--- src/rtl/uvfr_pkg.sv ---
// Package with register map, field layout and timing constants for the output UV fault response block
package uvfr_pkg;

	// ------------------------------------------------------------
	// Register command codes
	// ------------------------------------------------------------
	localparam logic [7:0] UVFR_CMD_THRESHOLD = 8'h44;
	localparam logic [7:0] UVFR_CMD_ACTION = 8'h45;
	localparam logic [7:0] UVFR_CMD_TIME_UNIT = 8'hd2;

	// ------------------------------------------------------------
	// Field layout
	// ------------------------------------------------------------
	localparam int UVFR_THR_W = 16;
	localparam int UVFR_VOUT_EXP = -12;
	localparam int UVFR_ACT_W = 8;
	localparam int UVFR_RESP_HI = 7;
	localparam int UVFR_RESP_LO = 6;
	localparam int UVFR_RETRY_HI = 5;
	localparam int UVFR_RETRY_LO = 3;
	localparam int UVFR_DLY_HI = 2;
	localparam int UVFR_DLY_LO = 0;
	localparam int UVFR_UNIT_W = 16;
	localparam int UVFR_CNT_W = 24;

	// ------------------------------------------------------------
	// Encodings
	// ------------------------------------------------------------
	localparam logic [1:0] UVFR_RESP_IGNORE = 2'h0;
	localparam logic [1:0] UVFR_RESP_DELAY = 2'h1;
	localparam logic [1:0] UVFR_RESP_DISABLE = 2'h2;
	localparam logic [1:0] UVFR_RESP_HOLD = 2'h3;
	localparam logic [2:0] UVFR_RETRY_NONE = 3'h0;
	localparam logic [2:0] UVFR_RETRY_FOREVER = 3'h7;

	// ------------------------------------------------------------
	// Reset values
	// ------------------------------------------------------------
	localparam logic [15:0] UVFR_THR_RESET = 16'h0000;
	localparam logic [7:0] UVFR_ACT_RESET = 8'h00;
	localparam logic [15:0] UVFR_UNIT_RESET = 16'h0064;

	typedef enum logic [6:0] {
		ST_OFF = 7'h01,
		ST_RUN = 7'h02,
		ST_DELAY = 7'h04,
		ST_WAIT = 7'h08,
		ST_TRY = 7'h10,
		ST_LATCH = 7'h20,
		ST_HOLD = 7'h40
	} uvfr_state_e;

	// Delay code is a power of two of time units; a zero unit counts as one cycle
	function automatic logic [UVFR_CNT_W-1:0] uvfr_delay_cycles(input logic [2:0] code,
		input logic [UVFR_UNIT_W-1:0] unit);
		logic [UVFR_CNT_W-1:0] u;
		u = (unit == '0) ? UVFR_CNT_W'(1) : UVFR_CNT_W'(unit);
		return u << code;
	endfunction : uvfr_delay_cycles

endpackage : uvfr_pkg

--- src/rtl/uvfr_timer_if.sv ---
// Interface carrying delay timer requests and expiry between the response controller and its timer
`timescale 1ns/1ps
interface uvfr_timer_if;
	logic start;
	logic [2:0] code;
	logic [15:0] unit;
	logic busy;
	logic expire;

	modport ctrl (output start, output code, output unit, input busy, input expire);
	modport tmr (input start, input code, input unit, output busy, output expire);
endinterface : uvfr_timer_if

--- src/rtl/uvfr_fault_response.sv ---
// Output under-voltage fault threshold, response setting and retry controller
// ------------------------------------------------------------
// ------------------------------------------------------------
`timescale 1ns/1ps
module uvfr_fault_response
	import uvfr_pkg::*;
#(
	parameter logic [15:0] THR_RESET = UVFR_THR_RESET,
	parameter logic [7:0] ACT_RESET = UVFR_ACT_RESET,
	parameter logic [15:0] UNIT_RESET = UVFR_UNIT_RESET
)(
	input wire logic core_clk,
	input wire logic rst_n,
	input wire logic wrEn,
	input wire logic [7:0] wrCode,
	input wire logic [15:0] wrData,
	input wire logic [7:0] rdCode,
	output logic [15:0] rdData,
	output logic rdHit,
	input wire logic [15:0] voutMeas,
	input wire logic outputCmdOn,
	input wire logic biasOk,
	input wire logic otherFaultOff,
	input wire logic faultClear,
	output logic outputEnable,
	output logic uvFault,
	output logic faultLatched,
	output logic [2:0] attemptCount
);

	// ------------------------------------------------------------
	// Reset release
	// ------------------------------------------------------------
	logic rstMeta_reg;
	logic rstSync_reg;

	always_ff @(posedge core_clk or negedge rst_n) begin
		if (!rst_n) begin
			rstMeta_reg <= 1'b0;
			rstSync_reg <= 1'b0;
		end else begin
			rstMeta_reg <= 1'b1;
			rstSync_reg <= rstMeta_reg;
		end
	end

	wire logic rstSync_n = rstSync_reg;

	// ------------------------------------------------------------
	// Registers
	// ------------------------------------------------------------
	logic [UVFR_THR_W-1:0] thr_reg;
	logic [UVFR_ACT_W-1:0] act_reg;
	logic [UVFR_UNIT_W-1:0] unit_reg;
	logic [15:0] rdData_reg;
	logic rdHit_reg;

	wire logic wrThr = wrEn && (wrCode == UVFR_CMD_THRESHOLD);
	wire logic wrAct = wrEn && (wrCode == UVFR_CMD_ACTION);
	wire logic wrUnit = wrEn && (wrCode == UVFR_CMD_TIME_UNIT);

	wire logic rdIsThr = (rdCode == UVFR_CMD_THRESHOLD);
	wire logic rdIsAct = (rdCode == UVFR_CMD_ACTION);
	wire logic rdIsUnit = (rdCode == UVFR_CMD_TIME_UNIT);
	wire logic rdKnown = rdIsThr || rdIsAct || rdIsUnit;
	wire logic [15:0] rdMux = rdIsThr ? thr_reg :
		rdIsAct ? {8'h00, act_reg} :
		rdIsUnit ? unit_reg : 16'h0000;

	always_ff @(posedge core_clk or negedge rstSync_n) begin
		if (!rstSync_n) begin
			thr_reg <= THR_RESET;
			act_reg <= ACT_RESET;
			unit_reg <= UNIT_RESET;
			rdData_reg <= 16'h0000;
			rdHit_reg <= 1'b0;
		end else begin
			if (wrThr) begin
				thr_reg <= wrData;
			end
			if (wrAct) begin
				act_reg <= wrData[7:0];
			end
			if (wrUnit) begin
				unit_reg <= wrData;
			end
			rdData_reg <= rdMux;
			rdHit_reg <= rdKnown;
		end
	end

	wire logic [1:0] respCode = act_reg[UVFR_RESP_HI:UVFR_RESP_LO];
	wire logic [2:0] retryField = act_reg[UVFR_RETRY_HI:UVFR_RETRY_LO];
	wire logic [2:0] dlyCode = act_reg[UVFR_DLY_HI:UVFR_DLY_LO];

	// ------------------------------------------------------------
	// Fault detection
	// ------------------------------------------------------------
	logic uv_reg;

	always_ff @(posedge core_clk or negedge rstSync_n) begin
		if (!rstSync_n) begin
			uv_reg <= 1'b0;
		end else begin
			uv_reg <= voutMeas < thr_reg;
		end
	end

	// ------------------------------------------------------------
	// Delay timer
	// ------------------------------------------------------------
	uvfr_timer_if tif ();
	logic tStart_reg;

	assign tif.start = tStart_reg;
	assign tif.code = dlyCode;
	assign tif.unit = unit_reg;

	uvfr_delay_timer uvfr_delay_timer_inst (
		.core_clk(core_clk),
		.rstSync_n(rstSync_n),
		.tmr(tif)
	);

	// ------------------------------------------------------------
	// Response state machine
	// ------------------------------------------------------------
	uvfr_state_e state_reg;
	uvfr_state_e state_next;
	logic [2:0] tryCnt_reg;
	logic [2:0] tryCnt_next;
	logic tStart_next;
	logic outEn_reg;
	logic latched_reg;

	wire logic stopReq = !outputCmdOn || !biasOk || otherFaultOff;
	wire logic retriesLeft = (retryField == UVFR_RETRY_FOREVER) || (tryCnt_reg < retryField);
	wire logic noRetry = (retryField == UVFR_RETRY_NONE);
	wire uvfr_state_e shutState = noRetry ? ST_LATCH : ST_WAIT;

	always_comb begin
		state_next = state_reg;
		tryCnt_next = tryCnt_reg;
		tStart_next = 1'b0;
		if (stopReq) begin
			state_next = ST_OFF;
			tryCnt_next = 3'h0;
		end else begin
			unique case (state_reg)
				ST_OFF: begin
					state_next = ST_RUN;
				end
				ST_RUN: begin
					if (uv_reg) begin
						unique case (respCode)
							UVFR_RESP_IGNORE: state_next = ST_RUN;
							UVFR_RESP_DELAY: begin
								state_next = ST_DELAY;
								tStart_next = 1'b1;
							end
							UVFR_RESP_DISABLE: begin
								state_next = shutState;
								tStart_next = !noRetry;
							end
							UVFR_RESP_HOLD: state_next = ST_HOLD;
						endcase
					end
				end
				ST_DELAY: begin
					if (tif.expire) begin
						state_next = uv_reg ? shutState : ST_RUN;
						tStart_next = uv_reg && !noRetry;
					end
				end
				ST_WAIT: begin
					if (tif.expire) begin
						state_next = ST_TRY;
						tStart_next = 1'b1;
						tryCnt_next = tryCnt_reg + 3'h1;
					end
				end
				ST_TRY: begin
					if (tif.expire) begin
						if (!uv_reg) begin
							state_next = ST_RUN;
							tryCnt_next = 3'h0;
						end else if (retriesLeft) begin
							tStart_next = 1'b1;
							tryCnt_next = (retryField == UVFR_RETRY_FOREVER) ? tryCnt_reg : tryCnt_reg + 3'h1;
						end else begin
							state_next = ST_LATCH;
						end
					end
				end
				ST_LATCH: begin
					if (faultClear) begin
						state_next = ST_RUN;
						tryCnt_next = 3'h0;
					end
				end
				ST_HOLD: begin
					if (!uv_reg) begin
						state_next = ST_RUN;
					end
				end
			endcase
		end
	end

	wire logic outEn_next = (state_next == ST_RUN) || (state_next == ST_DELAY) || (state_next == ST_TRY);

	always_ff @(posedge core_clk or negedge rstSync_n) begin
		if (!rstSync_n) begin
			state_reg <= ST_OFF;
			tryCnt_reg <= 3'h0;
			tStart_reg <= 1'b0;
			outEn_reg <= 1'b0;
			latched_reg <= 1'b0;
		end else begin
			state_reg <= state_next;
			tryCnt_reg <= tryCnt_next;
			tStart_reg <= tStart_next;
			outEn_reg <= outEn_next;
			latched_reg <= (state_next == ST_LATCH);
		end
	end

	// ------------------------------------------------------------
	// Outputs
	// ------------------------------------------------------------
	assign rdData = rdData_reg;
	assign rdHit = rdHit_reg;
	assign outputEnable = outEn_reg;
	assign uvFault = uv_reg;
	assign faultLatched = latched_reg;
	assign attemptCount = tryCnt_reg;

	// ------------------------------------------------------------
	// Checks
	// ------------------------------------------------------------
	a_uv_compare: assert property (@(posedge core_clk) disable iff (!rstSync_n)
		$past(rstSync_n) |-> uv_reg == ($past(voutMeas) < $past(thr_reg)))
		else $error("Under-voltage flag does not follow compare");

	a_ignore_keeps_on: assert property (@(posedge core_clk) disable iff (!rstSync_n)
		(state_reg == ST_RUN && respCode == UVFR_RESP_IGNORE && uv_reg && !stopReq) |=> outEn_reg)
		else $error("Output dropped while fault ignored");

	a_delay_keeps_on: assert property (@(posedge core_clk) disable iff (!rstSync_n)
		(state_reg == ST_RUN && respCode == UVFR_RESP_DELAY && uv_reg && !stopReq)
		|=> (state_reg == ST_DELAY && outEn_reg) ##1 tif.busy)
		else $error("Delay response did not keep running with timer");

	a_disable_now: assert property (@(posedge core_clk) disable iff (!rstSync_n)
		(state_reg == ST_RUN && respCode == UVFR_RESP_DISABLE && uv_reg) |=> !outEn_reg)
		else $error("Output not disabled at once");

	a_hold_resume: assert property (@(posedge core_clk) disable iff (!rstSync_n)
		(state_reg == ST_HOLD && !uv_reg && !stopReq) |=> outEn_reg && state_reg == ST_RUN)
		else $error("Output did not resume after fault went away");

	a_hold_stays_off: assert property (@(posedge core_clk) disable iff (!rstSync_n)
		state_reg == ST_HOLD |-> !outEn_reg)
		else $error("Output on while fault holds it off");

	a_no_retry_latch: assert property (@(posedge core_clk) disable iff (!rstSync_n)
		(state_reg == ST_RUN && respCode == UVFR_RESP_DISABLE && uv_reg && !stopReq && noRetry)
		|=> state_reg == ST_LATCH [*2])
		else $error("No-retry setting did not latch off");

	a_retry_limit: assert property (@(posedge core_clk) disable iff (!rstSync_n)
		(state_reg == ST_TRY && retryField != UVFR_RETRY_FOREVER && !$changed(act_reg))
		|-> tryCnt_reg <= retryField)
		else $error("More restarts than programmed");

	a_latch_stays: assert property (@(posedge core_clk) disable iff (!rstSync_n)
		(state_reg == ST_LATCH && !faultClear && !stopReq) |=> state_reg == ST_LATCH && !outEn_reg)
		else $error("Latched fault left without clear");

	a_forever_retry: assert property (@(posedge core_clk) disable iff (!rstSync_n)
		(state_reg == ST_TRY && tif.expire && uv_reg && !stopReq && retryField == UVFR_RETRY_FOREVER)
		|=> state_reg == ST_TRY ##1 tif.busy)
		else $error("Continuous retry stopped");

	a_try_spacing: assert property (@(posedge core_clk) disable iff (!rstSync_n)
		(state_reg == ST_WAIT && tif.expire && !stopReq) |=> tStart_reg && state_reg == ST_TRY)
		else $error("Restart attempt not timed from delay");

	a_stop_wins: assert property (@(posedge core_clk) disable iff (!rstSync_n)
		stopReq |=> !outEn_reg && state_reg == ST_OFF && tryCnt_reg == 3'h0)
		else $error("Output still on after stop request");

endmodule : uvfr_fault_response

--- src/rtl/uvfr_delay_timer.sv ---
// Delay timer counting a power-of-two number of time units
`timescale 1ns/1ps
module uvfr_delay_timer
	import uvfr_pkg::*;
(
	input wire logic core_clk,
	input wire logic rstSync_n,
	uvfr_timer_if.tmr tmr
);

	logic [UVFR_CNT_W-1:0] remain_reg;
	logic busy_reg;
	logic expire_reg;
	wire logic lastTick = busy_reg && (remain_reg == UVFR_CNT_W'(1));

	always_ff @(posedge core_clk or negedge rstSync_n) begin
		if (!rstSync_n) begin
			remain_reg <= '0;
			busy_reg <= 1'b0;
			expire_reg <= 1'b0;
		end else begin
			expire_reg <= lastTick && !tmr.start;
			if (tmr.start) begin
				remain_reg <= uvfr_delay_cycles(tmr.code, tmr.unit);
				busy_reg <= 1'b1;
			end else if (busy_reg) begin
				remain_reg <= remain_reg - UVFR_CNT_W'(1);
				busy_reg <= !lastTick;
			end
		end
	end

	assign tmr.busy = busy_reg;
	assign tmr.expire = expire_reg;

	// ------------------------------------------------------------
	// Checks
	// ------------------------------------------------------------
	a_timer_load_len: assert property (@(posedge core_clk) disable iff (!rstSync_n)
		tmr.start |=> remain_reg == uvfr_delay_cycles($past(tmr.code), $past(tmr.unit)))
		else $error("Delay timer loaded wrong length");

	a_timer_expire_end: assert property (@(posedge core_clk) disable iff (!rstSync_n)
		(lastTick && !tmr.start) |=> tmr.expire && !tmr.busy)
		else $error("Delay timer did not expire at end of count");

endmodule : uvfr_delay_timer

--- config.mk ---
export PLATFORM = sky130hd
export DESIGN_NAME = uvfr_fault_response
export DESIGN_NICKNAME = d
export VERILOG_FILES = /design/src/rtl/uvfr_pkg.sv /design/src/rtl/uvfr_timer_if.sv /design/src/rtl/uvfr_fault_response.sv /design/src/rtl/uvfr_delay_timer.sv
export SDC_FILE = /design/constraint.sdc
export NUM_CORES = 1
export LEC_CHECK = 0
export ABC_AREA = 1
export BUFFER_PORTS_ARGS = -buffer_cell sky130_fd_sc_hd__buf_2
export CORE_UTILIZATION = 30
export CTS_CLUSTER_SIZE = 10
export DETAILED_ROUTE_END_ITERATION = 6
export SETUP_SLACK_MARGIN = 0.02
export SYNTH_ARGS = -nofsm -noshare
export SYNTH_HDL_FRONTEND = slang
export SYNTH_HIERARCHICAL = 1
export SYNTH_SLANG_ARGS = --single-unit
--- constraint.sdc ---
create_clock -name core_clk -period 3.2 [get_ports core_clk]
set_clock_uncertainty 0.2 [all_clocks]
set_input_delay 0.16 -clock core_clk [delete_from_list [all_inputs] [get_ports core_clk]]
set_output_delay 0.16 -clock core_clk [all_outputs]
set_load 0.005 [all_outputs]
==> results of run 1 <==
==> layer usage <==
layer  wire length (µm)  global-route usage  up-vias
met4                289              0.0551        0
li1                   -                   -     3075
met1               8430               0.227     2686
met2               7630               0.254      122
met5                  0                   0        -
met3                588              0.0239       18
==> stage by stage <==
step	total power [mW]	cells	instance area, µm²
2_1_floorplan	1.87	895	6500
3_3_place_gp	2.03	1229	7170
3_5_place_dp	2.04	1229	7170
4_1_cts	3.11	1265	7650
5_1_grt	3.28	1265	7650
6_report	3.09	1265	7650
==> worst min path at each step <==
| stage | cells past startpoint | endpoint | start | slack [ns] |
|---|---|---|---|---|
| 2_1_floorplan | 0 | rstMeta_reg | rst_n | -0.34 |
| 3_3_place_gp | 1 | rstMeta_reg | rst_n | -0.25 |
| 3_5_place_dp | 1 | rstMeta_reg | rst_n | -0.25 |
| 4_1_cts | 4 | rdData[2] | rdCode[7] | 0.008 |
| 5_1_grt | 4 | rdData[2] | rdCode[5] | 0.04 |
| 6_report | 4 | rdData[2] | rdCode[7] | 0.02 |
==> critical path: cells and delay by family, from the launching register on <==
kind	cells	cell delay, ns
DFF	1	0.39
AOI/OAI and AO/OA	1	0.29
and+or+nand+nor	9	0.79
adders and majority gates	1	0.25
buffers and inverters	1	0.10
==> cells in the final DEF, fill, tap and decap left out, types with 10 or more instances in the layout <==
cell type and count:
sky130_fd_sc_hd__o21ai_0 69, sky130_fd_sc_hd__inv_1 125, sky130_fd_sc_hd__o22ai_1 13, sky130_fd_sc_hd__nand2_1 222, sky130_fd_sc_hd__nor2_2 10, sky130_fd_sc_hd__nor2_1 92
sky130_fd_sc_hd__a21oi_1 27, sky130_fd_sc_hd__dfrtp_1 94, sky130_fd_sc_hd__buf_2 77, sky130_fd_sc_hd__dlygate4sd3_1 20, sky130_fd_sc_hd__ha_1 25, sky130_fd_sc_hd__nand4_1 15
sky130_fd_sc_hd__nand3_1 63
==> layout make-up <==
| type | instances | area, µm² | area share |
|---|---|---|---|
| well taps | 275 | 344 | 0.0450 |
| inverters | 129 | 484 | 0.0633 |
| clock inverters | 6 | 48.8 | 0.00638 |
| flip-flops and latches | 99 | 2490 | 0.325 |
| clock buffers | 10 | 229 | 0.0299 |
| multi-input cells | 642 | 3400 | 0.445 |
| repair buffers | 104 | 651 | 0.0851 |
==> report_power, final <==
group | leakage, nW | internal [mW] | switching, mW
combinational | 2.32 | 0.221 | 0.329
clock | 0.131 | 0.536 | 0.510
sequential | 1.28 | 1.35 | 0.136
total | 3.73 | 2.11 | 0.975
==> cells by family (layout without fill, tap and decap cells) <==
family | after synthesis | count (layout) | share of synthesized area
compound gates | 156 | 156 | 0.143
xor+xnor | 3 | 3 | 0.00404
fa+ha+maj | 25 | 25 | 0.0481
buf+inv | 154 | 249 | 0.0947
flops | 99 | 99 | 0.382
other cells | 1 | 1 | 0.000577
simple gates | 457 | 457 | 0.328
==> timing repair <==
item | CTS | global route
hold buffers | 20 | 0
endpoints found under the hold margin | 51 | 0
endpoints found under the setup margin | 0 | 0
==> qor.tcl, run 1 <==
set qor(cts-buffers-inserted) 9
set qor(critPathMostFrequentCell) {sky130_fd_sc_hd__nand2_1}
set qor(setup-tns-final_ns) 0
set qor(worst_reg2reg_startpoint) {act_reg[5]}
set qor(dpl_worst_slack_ns) 1.08
set qor(worst_slew_pin_slew_ns) 0.885
set qor(min-delay-path-class) {input pin to flip-flop}
set qor(post-route-min-period_ns) 2.14
set qor(critical_path.reg2reg.endpoint) {outputEnable}
set qor(floorplan.die_area_um2) 22300
set qor(drc) 0
set qor(synth.cells.most_frequent) {sky130_fd_sc_hd__nand2_1 (222), sky130_fd_sc_hd__inv_1 (125), sky130_fd_sc_hd__dfrtp_1 (95)}
set qor(die_y_um) 149
set qor(antenna_violating_nets_post_route) 0
set qor(final_net_count) 1065
set qor(power.density_nw_per_um2) 404
set qor(worstSetupPathType) {flip-flop to flip-flop}
set qor(layout_area_growth_over_synthesis_pct) 17.6
set qor(ys_ff_latch) 99
set qor(die-width_um) 149
set qor(hpwlAfterDp_um) 13000
set qor(routed_wl_um) 16900
set qor(worst_hold_slack_ns) 0.0218
set qor(first_global_vias) 5582
set qor(n_fill_cell) 2230
set qor(route.detailed.wl_per_inst_um) 13.4
set qor(clkSlewWorstSetupHoldPaths_ns) 0.07
set qor(clk_latency_ns) 0.36
set qor(antenna-diode-count) 0
set qor(grt_pass1_wl_um) 28400
set qor(timing.fmax_mhz) 468
set qor(critPathRequiredTime_ns) 3.24
set qor(drt-initial-drc-count) 417
set qor(cp_data_arrival_time_ns) 2.17
set qor(worst_setup_path_endpoint) {outputEnable}
set qor(detail_route.first_pass.iterations) 5
set qor(timing.critical_path.from_type) {flip-flop}
set qor(worst_setup_path_startpoint) {act_reg[5]}
set qor(grt_start_max_net_pins) 49
set qor(final_layout_size_suffix_gt1_frac) 0.160
set qor(synth_edf_count) 0
set qor(grt_overflow) 0
set qor(tritoncts) {done}
set qor(outcome) {finished clean}
set qor(final_max_slew_viol_count) 0
set qor(r2r.worst_path.cells) 12
set qor(static-leakage-power_nw) 3.73
set qor(groute.usage.overall) 0.162
set qor(postSynthNetCount) 975
set qor(postSynth.topFlopCell) {sky130_fd_sc_hd__dfrtp_1}
set qor(post-cts-setup-buffer-count) 0
set qor(power.ir.vdd_worst_mv) 0.285
set qor(yosys_warnings) 6
set qor(cts-root-buf) {sky130_fd_sc_hd__clkbuf_16}
set qor(vias) 5901
set qor(post_synth_inst_count) 895
set qor(synth_area_per_cell_um2) 7.26
set qor(cts_resized) 0
set qor(clock_sinks) 99
set qor(report.final.setup_viol) 0
set qor(finalCoreUtilization) 0.361
set qor(r2r_setup_slack_ns) 1.06
set qor(max_stage_delay_ns) 0.39
set qor(post-synth-top-count-cell) {sky130_fd_sc_hd__nand2_1}
set qor(yosys.cell_types.count) 52
set qor(timing.final.hold_violations) 0
set qor(port_buffers) 77
set qor(place_congestion) 0.851
set qor(max-cap-violations) 0
set qor(netlist_top_cells_area) {sky130_fd_sc_hd__dfrtp_1 (37%), sky130_fd_sc_hd__nand2_1 (13%), sky130_fd_sc_hd__inv_1 (7.2%)}
set qor(antenna_violations_before_repair) 0
set qor(ctsLongestPathBuffers) 2
set qor(cpMaxStageDelayCell) {sky130_fd_sc_hd__dfrtp_1}
set qor(top_level_ports) 78
set qor(cp_cell_sequence) {inv_1, ha_1, a21oi_1, nand2_1, nand2_1, nand3_1, nand3_1, nand2_1, nand2_1, nor2_1, nand2_1, nand3_1}
set qor(slew_headroom) 0.408
set qor(post_synth_instance_area_um2) 6500
set qor(postLayoutSetupSlackWorst_ns) 1.06
set qor(endpoint_kind) {flip-flop}
set qor(worstPathMaxFanout) 3
set qor(fp-row-count) 53
set qor(vias_per_cell) 4.66
set qor(grt_setup_unrepaired) {false}
set qor(htree_levels) 3
set qor(seq_area_frac_synth) 0.382
set qor(synth_area_leader_cell) {sky130_fd_sc_hd__dfrtp_1}
set qor(asyncSetResetFlopFracSynth) 1.00
set qor(synth_top_area_share) 0.366
set qor(final_min_period_over_clock_period) 0.667
set qor(largest_register_ff_count) 24
set qor(core_area_um2) 21200
set qor(floorplan.initialDensity) 0.307
No activity file was read; power rests on OpenSTA's default activity.
==> run 2, diff against run 1 <==
==> constraint.sdc (replaced) <==
create_clock -name core_clk -period 1.95 [get_ports core_clk]
set_clock_uncertainty 0.2 [all_clocks]
set_input_delay 0.0975 -clock core_clk [delete_from_list [all_inputs] [get_ports core_clk]]
set_output_delay 0.0975 -clock core_clk [all_outputs]
set_load 0.005 [all_outputs]
==> qor.tcl, run 2 (synthesis results as in run 1) <==
set qor(vias) 6110
set qor(port_buffers) 77
set qor(place_congestion) 0.844
set qor(max_stage_delay_ns) 0.56
set qor(ctsLongestPathBuffers) 2
set qor(numPlacedInstances) 1250
set qor(antenna_violations_before_repair) 0
set qor(dpl_worst_slack_ns) 0.0166
set qor(worstPathMaxFanout) 6
set qor(routed_wl_um) 17200
set qor(drt-initial-drc-count) 362
set qor(floorplan.initialDensity) 0.307
set qor(setup-tns-final_ns) 0
set qor(fp-row-count) 53
set qor(multiInputGateArea_um2) 3550
set qor(detail_route.first_pass.iterations) 5
set qor(seqCellArea_um2) 2490
set qor(mostFrequentLayoutCell) {sky130_fd_sc_hd__nand2_1}
set qor(timing.final.hold_violations) 0
set qor(layout_area_growth_over_synthesis_pct) 24.7
set qor(antenna_violating_nets_post_route) 0
set qor(cp_num_buf_inv) 0
set qor(cp_data_arrival_time_ns) 1.92
set qor(final_max_slew_viol_count) 0
set qor(largest_register_ff_count) 24
set qor(cp_cell_sequence) {nor2_4, nand2_4, nor2_4, o21ai_0, nand3_2, nor2_2, nand3_1, a21oi_1}
set qor(max-cap-violations) 0
set qor(hpwlAfterDp_um) 13000
set qor(grt_overflow) 0
set qor(clkSlewWorstSetupHoldPaths_ns) 0.07
set qor(postLayoutSetupSlackWorst_ns) 0.107
set qor(cpMaxStageDelayCell) {sky130_fd_sc_hd__dfstp_2}
set qor(endpoint_kind) {flip-flop}
set qor(clk_latency_ns) 0.36
set qor(power.ir.vdd_worst_mv) 0.398
set qor(timing.critical_path.from_type) {flip-flop}
set qor(layoutNonFillerInstCount) 1297
set qor(first_global_vias) 5777
set qor(tritoncts) {done}
set qor(drc) 0
set qor(route.detailed.wl_per_inst_um) 13.2
set qor(vias_per_cell) 4.71
set qor(worstSetupPathType) {flip-flop to flip-flop}
set qor(cts-buffers-inserted) 9
set qor(power.density_nw_per_um2) 646
set qor(die-width_um) 149
set qor(report.final.setup_viol) 0
set qor(static-leakage-power_nw) 3.92
set qor(critPathTopFamily) {simple AND/OR/NAND/NOR gates}
set qor(n_fill_cell) 2161
set qor(final_layout_size_suffix_gt1_frac) 0.209
set qor(die_y_um) 149
set qor(htree_levels) 3
set qor(final_min_period_over_clock_period) 0.945
set qor(timing.fmax_mhz) 543
set qor(outcome) {finished clean}
set qor(grt_setup_unrepaired) {true}
set qor(final_net_count) 1097
set qor(totalPowerFinal_mw) 5.24
set qor(post-route-min-period_ns) 1.84
set qor(top_level_ports) 78
set qor(core_area_um2) 21200
set qor(clock_sinks) 99
set qor(floorplan.die_area_um2) 22300
set qor(worst_hold_slack_ns) 0.00665
set qor(mostFrequentLayoutCells) {sky130_fd_sc_hd__nand2_1 (216), sky130_fd_sc_hd__inv_1 (121), sky130_fd_sc_hd__dfrtp_1 (91)}
set qor(cts-root-buf) {sky130_fd_sc_hd__clkbuf_16}
set qor(grt_pass1_wl_um) 28800
set qor(critPathRequiredTime_ns) 2.03
set qor(min-delay-path-class) {input pin to flip-flop}
set qor(critPathMostFrequentCell) {sky130_fd_sc_hd__nor2_4}
set qor(antenna-diode-count) 0
set qor(groute.usage.overall) 0.162
set qor(grt_start_max_net_pins) 41
-- run 2: cell count changes in the layout (fill, tap and decap cells not counted), moves of 4 or more --
cell / previous run / this run
sky130_fd_sc_hd__inv_1: 125 / 121
sky130_fd_sc_hd__nand2_2: 8 / 12
sky130_fd_sc_hd__inv_2: 3 / 7
sky130_fd_sc_hd__nor2_1: 92 / 85
sky130_fd_sc_hd__buf_12: 1 / 5
sky130_fd_sc_hd__nor2_4: 9 / 13
sky130_fd_sc_hd__nand2_1: 222 / 216
sky130_fd_sc_hd__dlygate4sd3_1: 20 / 25
sky130_fd_sc_hd__buf_4: 6 / 28
sky130_fd_sc_hd__nor2_2: 10 / 14
-- run 2: area by class of cell --
cell class | instances | area share
Clock buffer | 10 | 0.0295
Clock inverter | 6 | 0.00664
Inverter | 129 | 0.0597
Multi-Input combinational cell | 643 | 0.438
Sequential cell | 99 | 0.307
Tap cell | 275 | 0.0425
Timing Repair Buffer | 135 | 0.117
-- run 2: metrics by stage --
step            util  instance area [µm²]
5_1_grt        0.383                 8110
4_1_cts        0.375                 7930
3_3_place_gp   0.349                 7380
6_report       0.383                 8110
3_5_place_dp   0.349                 7380
2_1_floorplan      -                 6510
-- run 2: final timing paths --
| check | from | slack (ns) | depth (start not counted) | to |
|---|---|---|---|---|
| setup / recovery | state_reg[0] | 0.11 | 8 | attemptCount[1] |
| hold / removal | voutMeas[15] | 0.007 | 5 | uvFault |
| setup reg to reg | state_reg[0] | 0.11 | 8 | attemptCount[1] |
| hold reg to reg | rstSync_n | 0.05 | 0 | tif.unit[14] |
| max in group asynchronous | rstSync_n | 0.90 | 1 | state_reg[0] |
| min in group asynchronous | rstSync_n | 0.05 | 0 | tif.unit[14] |
-- run 2: repair_timing --
item	CTS	global route
endpoints found under the hold margin	50	0
cloned	0	1
pin swaps	0	13
buffers inserted	0	5
gates resized for setup	1	34
hold buffers	25	0
setup endpoints to repair	1	16
-- run 2: metal layers --
| layer | vias up | track usage | part of all wire |
|---|---|---|---|
| met1 | 2810 | 0.222 | 0.47 |
| li1 | 3135 | - | - |
| met5 | - | 0 | 0 |
| met4 | 0 | 0.0612 | 0.018 |
| met2 | 146 | 0.262 | 0.47 |
| met3 | 19 | 0.0153 | 0.038 |
-- run 2: worst reg2reg max path, stage by stage, from the launching register on --
cell and delay [ns]:
sky130_fd_sc_hd__dfstp_2 0.56, sky130_fd_sc_hd__nor2_4 0.05, sky130_fd_sc_hd__nand2_4 0.15, sky130_fd_sc_hd__nor2_4 0.08
sky130_fd_sc_hd__o21ai_0 0.22, sky130_fd_sc_hd__nand3_2 0.13, sky130_fd_sc_hd__nor2_2 0.12, sky130_fd_sc_hd__nand3_1 0.07
sky130_fd_sc_hd__a21oi_1 0.17
-- run 2: report_power, final --
group / switching, mW / internal (mW)
Sequential: 0.208 / 2.22
Clock: 0.870 / 0.927
Combinational: 0.593 / 0.420
